<file path="config.mk">
export PLATFORM = sky130hd
export DESIGN_NAME = sfm_framer
export DESIGN_NICKNAME = d
export VERILOG_FILES = /design/src/core/sfm_pkg.sv /design/src/core/sfm_framer.sv
export SDC_FILE = /design/constraint.sdc
export NUM_CORES = 1
export LEC_CHECK = 0
export ABC_AREA = 0
export ABC_CLOCK_PERIOD_IN_PS = 14900
export BUFFER_PORTS_ARGS = -buffer_cell sky130_fd_sc_hd__buf_2
export CELL_PAD_IN_SITES_DETAIL_PLACEMENT = 1
export CELL_PAD_IN_SITES_GLOBAL_PLACEMENT = 2
export CORE_MARGIN = 1
export CORE_UTILIZATION = 25
export CTS_CLUSTER_DIAMETER = 100
export CTS_CLUSTER_SIZE = 20
export DETAILED_ROUTE_END_ITERATION = 8
export PLACE_DENSITY = 0.6
export SLEW_MARGIN = 10
export SYNTH_ARGS = -nofsm -noshare
export SYNTH_HDL_FRONTEND = slang
export SYNTH_SLANG_ARGS = --single-unit
</file>
<file path="constraint.sdc">
create_clock -name ref_clk -period 14.9 [get_ports ref_clk]
set_input_delay 0.745 -clock ref_clk [delete_from_list [all_inputs] [get_ports ref_clk]]
set_output_delay 0.745 -clock ref_clk [all_outputs]
set_load 0.02 [all_outputs]
</file>
<file path="src/core/sfm_pkg.sv">
// Purpose: shared constants for the speech feature multiframe framer
// Assumes: one 20 MHz clock
// Notes:   stream words are sent bit 0 first
package sfm_pkg;
    // ****************************************
    // multiframe geometry
    // ****************************************
    localparam int SYNC_BITS   = 16;
    localparam int HDR_BITS    = 32;
    localparam int PAIR_BITS   = 108;
    localparam int FRAME_BITS  = 44;
    localparam int PC_BITS     = 14;
    localparam int MF_PAIRS    = 12;
    localparam int MF_OCTETS   = 168;
    localparam int FEAT_OCTETS = 162;
    localparam int FEAT_BITS   = MF_PAIRS * PAIR_BITS;
    localparam int MF_BITS     = SYNC_BITS + HDR_BITS + FEAT_BITS;
    // ****************************************
    // timing
    // ****************************************
    localparam int FRAME_MS    = 10;
    localparam int PAIR_MS     = 2 * FRAME_MS;
    localparam int MF_MS       = MF_PAIRS * PAIR_MS;
    localparam int BIT_RATE    = MF_BITS * 1000 / MF_MS;
    localparam int CLK_HZ      = 20_000_000;
    // ****************************************
    // codes; SYNC_STREAM and INV_STREAM as sent bit 0 first
    // ****************************************
    localparam logic [15:0] SYNC_WORD    = 16'h87B2;
    localparam logic [15:0] INV_SYNC     = 16'h784D;
    localparam logic [15:0] SYNC_STREAM  = {SYNC_WORD[7:0], SYNC_WORD[15:8]};
    localparam logic [15:0] INV_STREAM   = {INV_SYNC[7:0], INV_SYNC[15:8]};
    localparam logic [14:0] HDR_GEN      = 15'h5101;
    localparam logic [3:0]  CRC4_GEN     = 4'h3;
    localparam logic [1:0]  CRC2_GEN     = 2'h3;
    localparam logic [3:0]  SEQ_FIRST    = 4'h1;
    localparam logic [7:0]  SPARE_VALUE  = 8'h00;
    localparam logic [3:0]  LAST_SLOT    = 4'hB;
    localparam logic [6:0]  LEN_SYNC     = 7'h0F;
    localparam logic [6:0]  LEN_HDR      = 7'h1F;
    localparam logic [6:0]  LEN_PAIR     = 7'h6B;
    // ****************************************
    // serializer states
    // ****************************************
    typedef enum logic [2:0] {
        SFM_IDLE = 3'b000,
        SFM_FILL = 3'b001,
        SFM_SYNC = 3'b010,
        SFM_HDR  = 3'b011,
        SFM_PKT  = 3'b100
    } sfm_state_e;
endpackage : sfm_pkg

</file>
<file path="src/core/sfm_framer.sv">
// Purpose: packs frame pairs into fixed multiframes and sends them as a serial bit stream
// Assumes: quantizer on ref_clk, channel takes one bit per ser_strobe
// Notes:   bit rate is made exact on average by a fractional accumulator
//
// Contract
// - multiframe is 168 octets: sync, header, then frame-pair stream
// - one multiframe per 240 ms, channel at 5600 bit/s
// - each frame is 10 ms, so one pair spans 20 ms
// - octets ascending, bit 1 of each octet sent first
// - fields map LSB to lowest bit position, spanning octets LSB first
// - check fields put highest polynomial term at lowest bit position; the header check bits go lowest term at lowest bit position
// - multiframe starts with sync word 0x87B2, octets 10000111 then 10110010
// - inverted sync words may fill the channel between multiframes
// - header protected by (31,16) cyclic code plus even overall parity
// - header octet 1 holds rate, variant, counter, extended flag; then spare, parity
// - header codes for rate, variant and extended; spare bits sent zero
// - sequence counter starts at 0001 and counts modulo 16
// - unused trailing pair slots of final multiframe are all zero
// - pair opens with two 44-bit codebook sections and a 4-bit check
// - then 7-bit absolute pitch and 5-bit differential pitch
// - then two class bits and a 2-bit check over 14 bits
// - twelve 108-bit pairs packed back to back into 1296 bits
// - seven indices per frame, widths 6, 5 and 8 bits
`timescale 1ns/1ps
`default_nettype none
module sfm_framer
    import sfm_pkg::*;
#(
    parameter int CLK_RATE  = CLK_HZ,
    parameter int LINE_RATE = BIT_RATE
) (
    input  wire logic       ref_clk,
    input  wire logic       rst,
    input  wire logic       enable,
    input  wire logic       inverse_fill,
    input  wire logic [1:0] sample_rate_code,
    input  wire logic       frontend_variant_flag,
    input  wire logic       extended_flag,
    input  wire logic       pair_valid,
    output logic            pair_ready,
    input  wire logic       pair_last,
    input  wire logic [5:0] a_idx01,
    input  wire logic [5:0] a_idx23,
    input  wire logic [5:0] a_idx45,
    input  wire logic [5:0] a_idx67,
    input  wire logic [5:0] a_idx89,
    input  wire logic [4:0] a_idx1011,
    input  wire logic [7:0] a_idx1213,
    input  wire logic       a_voice_activity_flag,
    input  wire logic [5:0] b_idx01,
    input  wire logic [5:0] b_idx23,
    input  wire logic [5:0] b_idx45,
    input  wire logic [5:0] b_idx67,
    input  wire logic [5:0] b_idx89,
    input  wire logic [4:0] b_idx1011,
    input  wire logic [7:0] b_idx1213,
    input  wire logic       b_voice_activity_flag,
    input  wire logic [6:0] a_pitch_abs,
    input  wire logic [4:0] b_pitch_diff,
    input  wire logic       a_class,
    input  wire logic       b_class,
    output logic            ser_data,
    output logic            ser_strobe,
    output logic            mf_start,
    output logic            underrun,
    output logic            busy
);
    // ****************************************
    // check-code helpers
    // ****************************************
    function automatic logic [3:0] crc4(input logic [87:0] s);
        logic [3:0] r;
        r = 4'h0;
        for (int i = 0; i < 88; i++) begin
            r = {r[2:0], 1'b0} ^ ((s[i] ^ r[3]) ? CRC4_GEN : 4'h0);
        end
        return r;
    endfunction : crc4

    function automatic logic [1:0] crc2(input logic [13:0] s);
        logic [1:0] r;
        r = 2'h0;
        for (int i = 0; i < 14; i++) begin
            r = {r[0], 1'b0} ^ ((s[i] ^ r[1]) ? CRC2_GEN : 2'h0);
        end
        return r;
    endfunction : crc2

    function automatic logic [31:0] header(input logic [15:0] d);
        logic [14:0] r;
        r = 15'h0000;
        for (int i = 15; i >= 0; i--) begin
            r = {r[13:0], 1'b0} ^ ((d[i] ^ r[14]) ? HDR_GEN : 15'h0000);
        end
        return {^{d, r}, r, d};
    endfunction : header

    // ****************************************
    // packet assembly
    // ****************************************
    wire logic [43:0] sec_a;
    wire logic [43:0] sec_b;
    wire logic [13:0] pc_bits;
    wire logic [3:0]  cb_chk;
    wire logic [1:0]  pc_chk;
    wire logic [107:0] pkt_in;

    assign sec_a = {a_idx1213, a_idx1011, a_idx89, a_idx67,
                    a_voice_activity_flag, a_idx45, a_idx23, a_idx01};
    assign sec_b = {b_idx1213, b_idx1011, b_idx89, b_idx67,
                    b_voice_activity_flag, b_idx45, b_idx23, b_idx01};
    assign pc_bits = {b_class, a_class, b_pitch_diff, a_pitch_abs};
    assign cb_chk  = crc4({sec_b, sec_a});
    assign pc_chk  = crc2(pc_bits);
    // high term first on the line
    assign pkt_in  = {pc_chk[0], pc_chk[1], pc_bits,
                      cb_chk[0], cb_chk[1], cb_chk[2], cb_chk[3],
                      sec_b, sec_a};

    // ****************************************
    // two-entry pair buffer
    // ****************************************
    logic [108:0] fifo_mem [0:1];
    logic         wr_ptr;
    logic         rd_ptr;
    logic [1:0]   fifo_cnt;
    wire logic    fifo_valid;
    wire logic    push;
    wire logic    pop;
    wire logic [108:0] fifo_head;

    assign pair_ready = (fifo_cnt != 2'h2);
    assign fifo_valid = (fifo_cnt != 2'h0);
    assign push       = pair_valid && pair_ready;
    assign fifo_head  = fifo_mem[rd_ptr];

    always_ff @(posedge ref_clk or posedge rst) begin
        if (rst) begin
            fifo_mem[0] <= '0;
            fifo_mem[1] <= '0;
        end else if (push) begin
            fifo_mem[wr_ptr] <= {pair_last, pkt_in};
        end
    end

    always_ff @(posedge ref_clk or posedge rst) begin
        if (rst) begin
            wr_ptr   <= 1'b0;
            rd_ptr   <= 1'b0;
            fifo_cnt <= 2'h0;
        end else begin
            wr_ptr   <= wr_ptr ^ push;
            rd_ptr   <= rd_ptr ^ pop;
            fifo_cnt <= fifo_cnt + {1'b0, push} - {1'b0, pop};
        end
    end

    // ****************************************
    // bit timing
    // ****************************************
    // fractional step keeps the average rate exact despite a non-integer period
    localparam logic [24:0] ACC_STEP = 25'(LINE_RATE);
    localparam logic [24:0] ACC_MOD  = 25'(CLK_RATE);
    logic [24:0] acc;
    wire logic [24:0] acc_sum;
    wire logic tick;

    assign acc_sum = acc + ACC_STEP;
    assign tick    = (acc_sum >= ACC_MOD);

    always_ff @(posedge ref_clk or posedge rst) begin
        if (rst) begin
            acc <= 25'h0;
        end else begin
            acc <= tick ? acc_sum - ACC_MOD : acc_sum;
        end
    end

    // ****************************************
    // serializer
    // ****************************************
    sfm_state_e   state;
    sfm_state_e   next_state;
    logic [107:0] shreg;
    logic [6:0]   bits_left;
    logic [3:0]   slot;
    logic [3:0]   seq;
    logic         closing;
    logic         next_load;
    logic [107:0] next_word;
    logic [6:0]   next_len;
    logic         next_pop;
    logic         next_under;
    logic         next_emit;
    wire logic    at_word_end;
    wire logic    last_slot;
    wire logic [15:0] hdr_data;
    wire logic [107:0] pair_word;

    assign at_word_end = (bits_left == 7'h00);
    assign last_slot   = (slot == LAST_SLOT);
    assign hdr_data    = {SPARE_VALUE, extended_flag, seq,
                          frontend_variant_flag, sample_rate_code};
    // zeros after the last pair mark the final multiframe
    assign pair_word   = (!closing && fifo_valid) ? fifo_head[107:0] : '0;
    assign pop         = tick && next_pop;

    always_comb begin
        next_state = state;
        next_load  = 1'b0;
        next_word  = '0;
        next_len   = 7'h00;
        next_pop   = 1'b0;
        next_under = 1'b0;
        next_emit  = 1'b1;
        if (at_word_end) begin
            next_load = 1'b1;
            unique case (state)
                SFM_IDLE, SFM_FILL: begin
                    if (!enable) begin
                        next_state = SFM_IDLE;
                        next_load  = 1'b0;
                        next_emit  = 1'b0;
                    end else if (fifo_valid) begin
                        next_state = SFM_SYNC;
                        next_word  = {92'h0, SYNC_STREAM};
                        next_len   = LEN_SYNC;
                    end else if (inverse_fill) begin
                        next_state = SFM_FILL;
                        next_word  = {92'h0, INV_STREAM};
                        next_len   = LEN_SYNC;
                    end else begin
                        next_state = SFM_IDLE;
                        next_load  = 1'b0;
                        next_emit  = 1'b0;
                    end
                end
                SFM_SYNC: begin
                    next_state = SFM_HDR;
                    next_word  = {76'h0, header(hdr_data)};
                    next_len   = LEN_HDR;
                end
                SFM_HDR, SFM_PKT: begin
                    if (state == SFM_PKT && last_slot) begin
                        // multiframe done; resync back to back unless closing
                        if (!closing) begin
                            next_state = SFM_SYNC;
                            next_word  = {92'h0, SYNC_STREAM};
                            next_len   = LEN_SYNC;
                        end else if (enable && inverse_fill) begin
                            next_state = SFM_FILL;
                            next_word  = {92'h0, INV_STREAM};
                            next_len   = LEN_SYNC;
                        end else begin
                            next_state = SFM_IDLE;
                            next_load  = 1'b0;
                            next_emit  = 1'b0;
                        end
                    end else begin
                        next_state = SFM_PKT;
                        next_word  = pair_word;
                        next_len   = LEN_PAIR;
                        next_pop   = !closing && fifo_valid;
                        next_under = !closing && !fifo_valid;
                    end
                end
                default: begin
                    next_state = SFM_IDLE;
                    next_load  = 1'b0;
                    next_emit  = 1'b0;
                end
            endcase
        end
    end

    always_ff @(posedge ref_clk or posedge rst) begin
        if (rst) begin
            state     <= SFM_IDLE;
            shreg     <= '0;
            bits_left <= 7'h00;
        end else if (tick) begin
            state     <= next_state;
            shreg     <= next_load ? (next_word >> 1) : (shreg >> 1);
            bits_left <= next_load ? next_len : (at_word_end ? 7'h00 : bits_left - 7'h01);
        end
    end

    always_ff @(posedge ref_clk or posedge rst) begin
        if (rst) begin
            slot    <= 4'h0;
            seq     <= 4'h0;
            closing <= 1'b0;
        end else if (tick && next_load) begin
            if (next_state == SFM_SYNC) begin
                // counter restarts with every new session
                seq <= (state == SFM_PKT) ? seq + 4'h1 : SEQ_FIRST;
            end
            slot    <= (state == SFM_PKT) ? slot + 4'h1 : 4'h0;
            if (next_state != SFM_PKT) begin
                closing <= 1'b0;
            end else if (next_pop && fifo_head[108]) begin
                closing <= 1'b1;
            end
        end
    end

    // ****************************************
    // line outputs
    // ****************************************
    always_ff @(posedge ref_clk or posedge rst) begin
        if (rst) begin
            ser_data   <= 1'b0;
            ser_strobe <= 1'b0;
            mf_start   <= 1'b0;
            underrun   <= 1'b0;
        end else begin
            ser_data   <= tick ? (next_load ? next_word[0] : shreg[0]) : ser_data;
            ser_strobe <= tick && next_emit;
            mf_start   <= tick && next_load && (next_state == SFM_SYNC);
            underrun   <= tick && next_under;
        end
    end

    assign busy = (state != SFM_IDLE);

endmodule : sfm_framer
`default_nettype wire

</file>
==> impl_metrics.env, run 1 <==
export IMPL_vias=12700
export IMPL_cts_resized=0
export IMPL_cts_hold_buf=0
export IMPL_postCtsSetupRepairBufs=0
export IMPL_worst_path_largest_cell_delay_ns=0.76
export IMPL_rsz0062_at_grt="false"
export IMPL_rrSetupSlack_ns=10.26
export IMPL_io_pins=118
export IMPL_tightest_slew_ns=1.15
export IMPL_syn_avg_cell_area_um2=11.4
export IMPL_fin_nets=1838
export IMPL_die_y_um=278
export IMPL_hold_path_class="in2async"
export IMPL_cp_max_fo=99
export IMPL_placed_area_um2=20600
export IMPL_synth_seq_cells=372
export IMPL_grt_overflow=0
export IMPL_synth_warnings=0
export IMPL_wire_per_inst_um=19.6
export IMPL_p_per_area_nw_per_um2=170
export IMPL_cts_root_buf="clkbuf_16"
export IMPL_power_mw=3.64
export IMPL_seq_area_frac_synth=0.488
export IMPL_floorplan_initialDensity=0.254
export IMPL_outcome="finished, final reports clean"
export IMPL_die_w_um=278
export IMPL_yosys_area_top_type="dfrtp_1"
export IMPL_grt_pass1_wl_mm=84.6
export IMPL_tns_ns=0
export IMPL_cp_depth=13
export IMPL_synthDistinctLibCells=78
export IMPL_final_antenna_net_count=0
export IMPL_crit_slowest_cell="buf_4"
export IMPL_cp_data_arrival_time_ns=5.11
export IMPL_vdd_drop_max_mv=0.116
export IMPL_yosys_top_cells_area="dfrtp_1 49%, mux2_2 19%, xnor2_1 6.8%"
export IMPL_cp_top_family="compound AO/OA/AOI/OAI gates"
export IMPL_critical_path_class="reg2reg"
export IMPL_synth_cells=1669
export IMPL_cts_buffers=26
export IMPL_firstDrtPassIters=5
export IMPL_worstPathRequired_ns=15.36
export IMPL_numPortBuffers=117
export IMPL_final_hold_viol_count=0
export IMPL_synth_most_common_cell="dfrtp_1"
export IMPL_core_um2=74900
export IMPL_grt_usage=0.138
export IMPL_area_growth_pct=12.1
export IMPL_r2r_cells=13
export IMPL_finalMaxSlewViolations=0
export IMPL_fin_crit_sh=0.312
export IMPL_fin_area_um2=21400
export IMPL_async_flop_share=1.00
export IMPL_drv_cap=0
export IMPL_max_freq_mhz=215
export IMPL_grt_pass1_vias=14000
export IMPL_synth_area_um2=19100
export IMPL_place_gp_congestion=0.752
export IMPL_worst_path_buf_inv=2
export IMPL_synth_commonest_cells="372 x dfrtp_1, 318 x mux2_2, 207 x nor2_1, 149 x xnor2_1, 88 x a221oi_1"
export IMPL_die_area_um2=77400
export IMPL_hpwlAfterDp_mm=34.8
export IMPL_rr_startpoint="acc[5]$_DFF_PP0_"
export IMPL_setup_viol=0
export IMPL_insertion_delay_ns=0.59
export IMPL_routed_wl_mm=52.9
export IMPL_place_inst=2657
export IMPL_cts_max_level=1
export IMPL_synthFlopType="dfrtp_1"
export IMPL_drive_gt1_frac=0.298
export IMPL_crit_path_cell_trace="inv_1, ha_1, or3b_1, a21oi_2, o21ai_2, nand3_1, xor2_2, o221ai_4, a21o_2, nand2_8, buf_4, nor4b_1, a211o_1"
export IMPL_drc_errors=0
export IMPL_stdcell_count=2698
export IMPL_synth_edff_count=0
export IMPL_dr_first_iter_drc_count=564
export IMPL_cts_buffer_depth=3
export IMPL_reg2reg_to="bits_left[2]$_DFFE_PP0N_"
export IMPL_syn_nets=1791
export IMPL_row_count=100
export IMPL_cp_start_kind="register"
export IMPL_cts_tree="done"
export IMPL_crit_path_end_kind="register"
export IMPL_period_minus_slack_ns=4.64
export IMPL_yosys_area_top_type_share=0.488
export IMPL_clkSinkCount=372
export IMPL_grt_antenna_before_repair=5
export IMPL_p_leak_nw=8.86
export IMPL_grt_max_degree=138
export IMPL_clk_pin_slew_ns=0.09
export IMPL_slew_headroom=0.229
export IMPL_viasPerCell=4.72
export IMPL_skew_ns=0.0277
-- metal layers --
| layer | global-route usage | routed length [µm] | part of all wire | vias to the layer above |
|---|---|---|---|---|
| met3 | 0.0166 | 1480 | 0.028 | 61 |
| met4 | 0.0316 | 1100 | 0.021 | 6 |
| li1 | - | - | - | 5966 |
| met5 | 0 | 40 | 0.00076 | - |
| met1 | 0.190 | 25300 | 0.48 | 6579 |
| met2 | 0.228 | 25100 | 0.47 | 129 |
-- flip-flops by register name (all words and copies together) (netlist names), 2 cells and up --
| name | cells |
|---|---|
| state | 3 |
| bits_left | 7 |
| seq | 4 |
| slot | 4 |
| shreg | 107 |
| fifo_mem | 218 |
| fifo_cnt | 2 |
| acc | 20 |
-- logic make-up (layout without fill, tap and decap cells) --
kind of cell | after synthesis | in the layout | share of synthesized area
AOI/OAI and AO/OA | 263 | 263 | 0.0985
xor gates and xnor gates | 200 | 200 | 0.101
other | 0 | 1 | 0
buffers and inverters | 127 | 186 | 0.0289
muxes | 330 | 330 | 0.194
DFF | 372 | 372 | 0.488
and+or+nand+nor | 367 | 367 | 0.0830
adders and majority gates | 10 | 10 | 0.00656
-- layout by cell type (no fill, tap or decap), types with 5 or more instances in the layout --
cell type | netlist | final
a21oi_1 | 66 | 66
a221oi_1 | 88 | 88
and3_1 | 9 | 8
buf_2 | 11 | 117
buf_4 | 8 | 11
clkbuf_16 | 0 | 27
dfrtp_1 | 372 | 371
ha_1 | 10 | 8
inv_1 | 17 | 16
mux2_2 | 318 | 318
mux2i_1 | 11 | 11
nand2_1 | 80 | 80
nand3_1 | 18 | 17
nor2_1 | 207 | 207
nor3_1 | 17 | 16
o21ai_0 | 54 | 54
or3_1 | 5 | 5
xnor2_1 | 149 | 149
xnor3_1 | 9 | 9
xor2_1 | 37 | 37
-- how the worst max path moves through the flow --
stage / start / to
2_1_floorplan: rst / acc[10]$_DFF_PP0_
3_3_place_gp: acc[5]$_DFF_PP0_ / bits_left[2]$_DFFE_PP0N_
3_5_place_dp: acc[5]$_DFF_PP0_ / bits_left[2]$_DFFE_PP0N_
4_1_cts: acc[5]$_DFF_PP0_ / bits_left[2]$_DFFE_PP0N_
5_1_grt: acc[5]$_DFF_PP0_ / bits_left[2]$_DFFE_PP0N_
6_report: acc[5]$_DFF_PP0_ / bits_left[2]$_DFFE_PP0N_
-- report_power, final --
part / internal (mW) / total, mW / switching [mW] / leakage, nW
Combinational: 0.778 / 1.42 / 0.646 / 4.00
Sequential: 1.32 / 1.47 / 0.143 / 4.46
Clock: 0.356 / 0.753 / 0.397 / 0.400
-- layout make-up --
class / count / area [µm²]
fillers: 8233 / 53600
flip-flops and latches: 372 / 9310
multi-input cells: 1170 / 9270
well taps: 969 / 1210
repair buffers: 129 / 688
clock buffers: 29 / 683
clock inverters: 11 / 138
inverters: 17 / 71.3
diodes: 1 / 2.50
-- metrics by stage --
step	util	hold slack [ns]	worst slack, ns
floorplan	-	0.439	3.82
global placement	0.274	0.463	10.32
detailed placement	0.274	0.467	10.17
CTS	0.285	0.308	10.15
global route	0.285	0.336	9.87
finish	0.285	0.295	10.26
Power figures use the tool's default switching activity.
==> run 2, diff against run 1 <==
--- a/config.mk
+++ b/config.mk
@@ -6,7 +6,7 @@
 export NUM_CORES = 1
 export LEC_CHECK = 0
 export ABC_AREA = 0
-export ABC_CLOCK_PERIOD_IN_PS = 14900
+export ABC_CLOCK_PERIOD_IN_PS = 4400
 export BUFFER_PORTS_ARGS = -buffer_cell sky130_fd_sc_hd__buf_2
 export CELL_PAD_IN_SITES_DETAIL_PLACEMENT = 1
 export CELL_PAD_IN_SITES_GLOBAL_PLACEMENT = 2
==> constraint.sdc (replaced) <==
create_clock -name ref_clk -period 4.4 [get_ports ref_clk]
set_input_delay 0.22 -clock ref_clk [delete_from_list [all_inputs] [get_ports ref_clk]]
set_output_delay 0.22 -clock ref_clk [all_outputs]
set_load 0.02 [all_outputs]
==> run 2 against run 1 <==
  * Maximum frequency up 18%
  * First-iteration DRC count down 19%
  * Sequential power rose to 3.4 times the previous value
  * Via count up 3.4%
  * Final cell count up 4.0%
  * Count of clock-buffer cells in the layout down 2
  * Final area up 5.2%
  * Critical path type unchanged
==> impl_metrics.env, run 2 (same netlist as run 1, synthesis figures left out) <==
export IMPL_fin_crit_sh=0.892
export IMPL_setup_viol=0
export IMPL_cp_max_fo=117
export IMPL_antenna_cells=0
export IMPL_area_growth_pct=17.9
export IMPL_outcome="finished, final reports clean"
export IMPL_period_minus_slack_ns=3.93
export IMPL_fin_nets=1953
export IMPL_cts_max_level=1
export IMPL_postCtsSetupRepairBufs=0
export IMPL_cts_buffer_depth=3
export IMPL_p_per_area_nw_per_um2=540
export IMPL_dr_first_iter_drc_count=457
export IMPL_stdcell_count=2806
export IMPL_slew_headroom=0.344
export IMPL_cts_root_buf="clkbuf_16"
export IMPL_power_frac_seq=0.409
export IMPL_hpwlAfterDp_mm=36.0
export IMPL_largest_reg_flops=218
export IMPL_p_leak_nw=9.33
export IMPL_die_y_um=278
export IMPL_fin_area_um2=22500
export IMPL_firstDrtPassIters=4
export IMPL_hold_path_class="in2reg"
export IMPL_wire_per_inst_um=19.4
export IMPL_cp_data_arrival_time_ns=4.38
export IMPL_cts_resized=0
export IMPL_place_gp_congestion=0.734
export IMPL_worstPathRequired_ns=4.85
export IMPL_drv_cap=0
export IMPL_drive_gt1_frac=0.284
export IMPL_regMostFlops="fifo_mem"
export IMPL_place_inst=2672
export IMPL_drc_errors=0
export IMPL_grt_pass1_vias=14500
export IMPL_critical_path_class="reg2reg"
export IMPL_die_area_um2=77400
export IMPL_power_switching_share=0.320
export IMPL_floorplan_initialDensity=0.254
export IMPL_grt_usage=0.142
export IMPL_finalMaxSlewViolations=0
export IMPL_grt_pass1_wl_mm=87.0
export IMPL_fin_util=0.300
export IMPL_clockPowerShare=0.190
export IMPL_numPortBuffers=117
export IMPL_core_um2=74900
export IMPL_cts_buffers=23
export IMPL_grt_overflow=0
export IMPL_final_common_cell="dfrtp_1"
export IMPL_clk_pin_slew_ns=0.09
export IMPL_tightest_slew_ns=0.982
export IMPL_insertion_delay_ns=0.59
export IMPL_placed_area_um2=20800
export IMPL_vdd_drop_max_mv=0.587
export IMPL_fillCellCount=8202
export IMPL_row_count=100
export IMPL_die_w_um=278
export IMPL_final_hold_viol_count=0
export IMPL_final_antenna_net_count=0
export IMPL_p_int_mw=8.25
export IMPL_grt_max_degree=163
export IMPL_grt_antenna_before_repair=2
export IMPL_power_mw=12.1
export IMPL_max_freq_mhz=255
export IMPL_io_pins=118
export IMPL_power_switching_mw=3.89
export IMPL_routed_wl_mm=54.4
export IMPL_rsz0062_at_grt="false"
export IMPL_vias=13200
export IMPL_crit_path_end_kind="register"
export IMPL_cts_tree="done"
export IMPL_mostFrequentLayoutCells="371 x dfrtp_1, 318 x mux2_2, 207 x nor2_1, 149 x xnor2_1, 117 x buf_2"
export IMPL_cp_start_kind="register"
export IMPL_skew_ns=0.0446
export IMPL_viasPerCell=4.69
export IMPL_top_regs="fifo_mem x218, shreg x107, acc x20"
export IMPL_whs_ns=0.0304
export IMPL_power_frac_comb=0.402
export IMPL_clkSinkCount=372
[run 2: cell types whose count changed in the layout (fill, tap and decap cells not counted), moves of 2 or more]
cell / delta
buf_12: +8
buf_4: +7
clkbuf_16: -4
clkbuf_8: +2
clkinv_2: -3
dlygate4sd3_1: +103
inv_12: -2
inv_8: -2
[run 2: worst max-delay path, stage by stage (launching register included)]
cell,delay [ns]
dfrtp_1,0.48
inv_1,0.09
ha_1,0.27
or3b_1,0.40
a21oi_2,0.14
o21ai_2,0.44
nand3_1,0.20
xor2_2,0.33
o221ai_4,0.22
a21o_2,0.30
nand2_8,0.09
buf_12,0.44
nor4b_1,0.10
a211o_1,0.29
[run 2: worst paths after layout]
path                       cells after the start                         to  slack (ns)                   start
min reg2reg                                    2     shreg[106]$_DFFE_PP0N_        0.48  shreg[106]$_DFFE_PP0N_
min in group asynchronous                      4  fifo_mem[148]$_DFFE_PP0P_        0.36                     rst
min                                            2  fifo_mem[144]$_DFFE_PP0P_        0.03            a_idx1011[4]
max in group asynchronous                      5   fifo_mem[93]$_DFFE_PP0P_        3.01                     rst
max                                           13   bits_left[2]$_DFFE_PP0N_        0.47        acc[5]$_DFF_PP0_
max reg2reg                                   13   bits_left[2]$_DFFE_PP0N_        0.47        acc[5]$_DFF_PP0_
[run 2: final cells by class]
class	instances	area, µm²	share of cell area
timing repair buffer	247	1930	0.0859
multi-input combinational	1170	9270	0.412
inverter	17	67.6	0.00301
tap	969	1210	0.0539
sequential	372	9310	0.414
clock buffer	27	611	0.0272
clock inverter	4	75.1	0.00334
[run 2: power by group through the flow]
stage / clock (mW) / sequential [mW] / combinational (mW)
floorplan: 0 / 4.88 / 3.73
global placement: 0 / 4.96 / 4.77
detailed placement: 0 / 5.04 / 4.89
CTS: 2.42 / 4.97 / 4.99
global route: 2.53 / 5.12 / 5.35
finish: 2.30 / 4.96 / 4.87
[run 2: timing repair]
action                                 in CTS  in global routing
endpoints found under the hold margin     420                  0
hold buffers                              103                  0
setup endpoints to repair                   0                  0
[run 2: routing by layer]
metal | up-vias | track usage | share of wire
li1 | 6194 | - | -
met1 | 6772 | 0.193 | 0.47
met2 | 143 | 0.240 | 0.48
met3 | 56 | 0.0167 | 0.025
met4 | 4 | 0.0326 | 0.022
met5 | - | 0 | 0.00040
[run 2: through the flow]
step,TNS [ns],setup slack (ns)
final,0,0.474
after global routing,0,0.109
after CTS,0,0.446
after detailed placement,0,0.454
after global placement,0,0.546
after floorplan,-302.86,-0.814
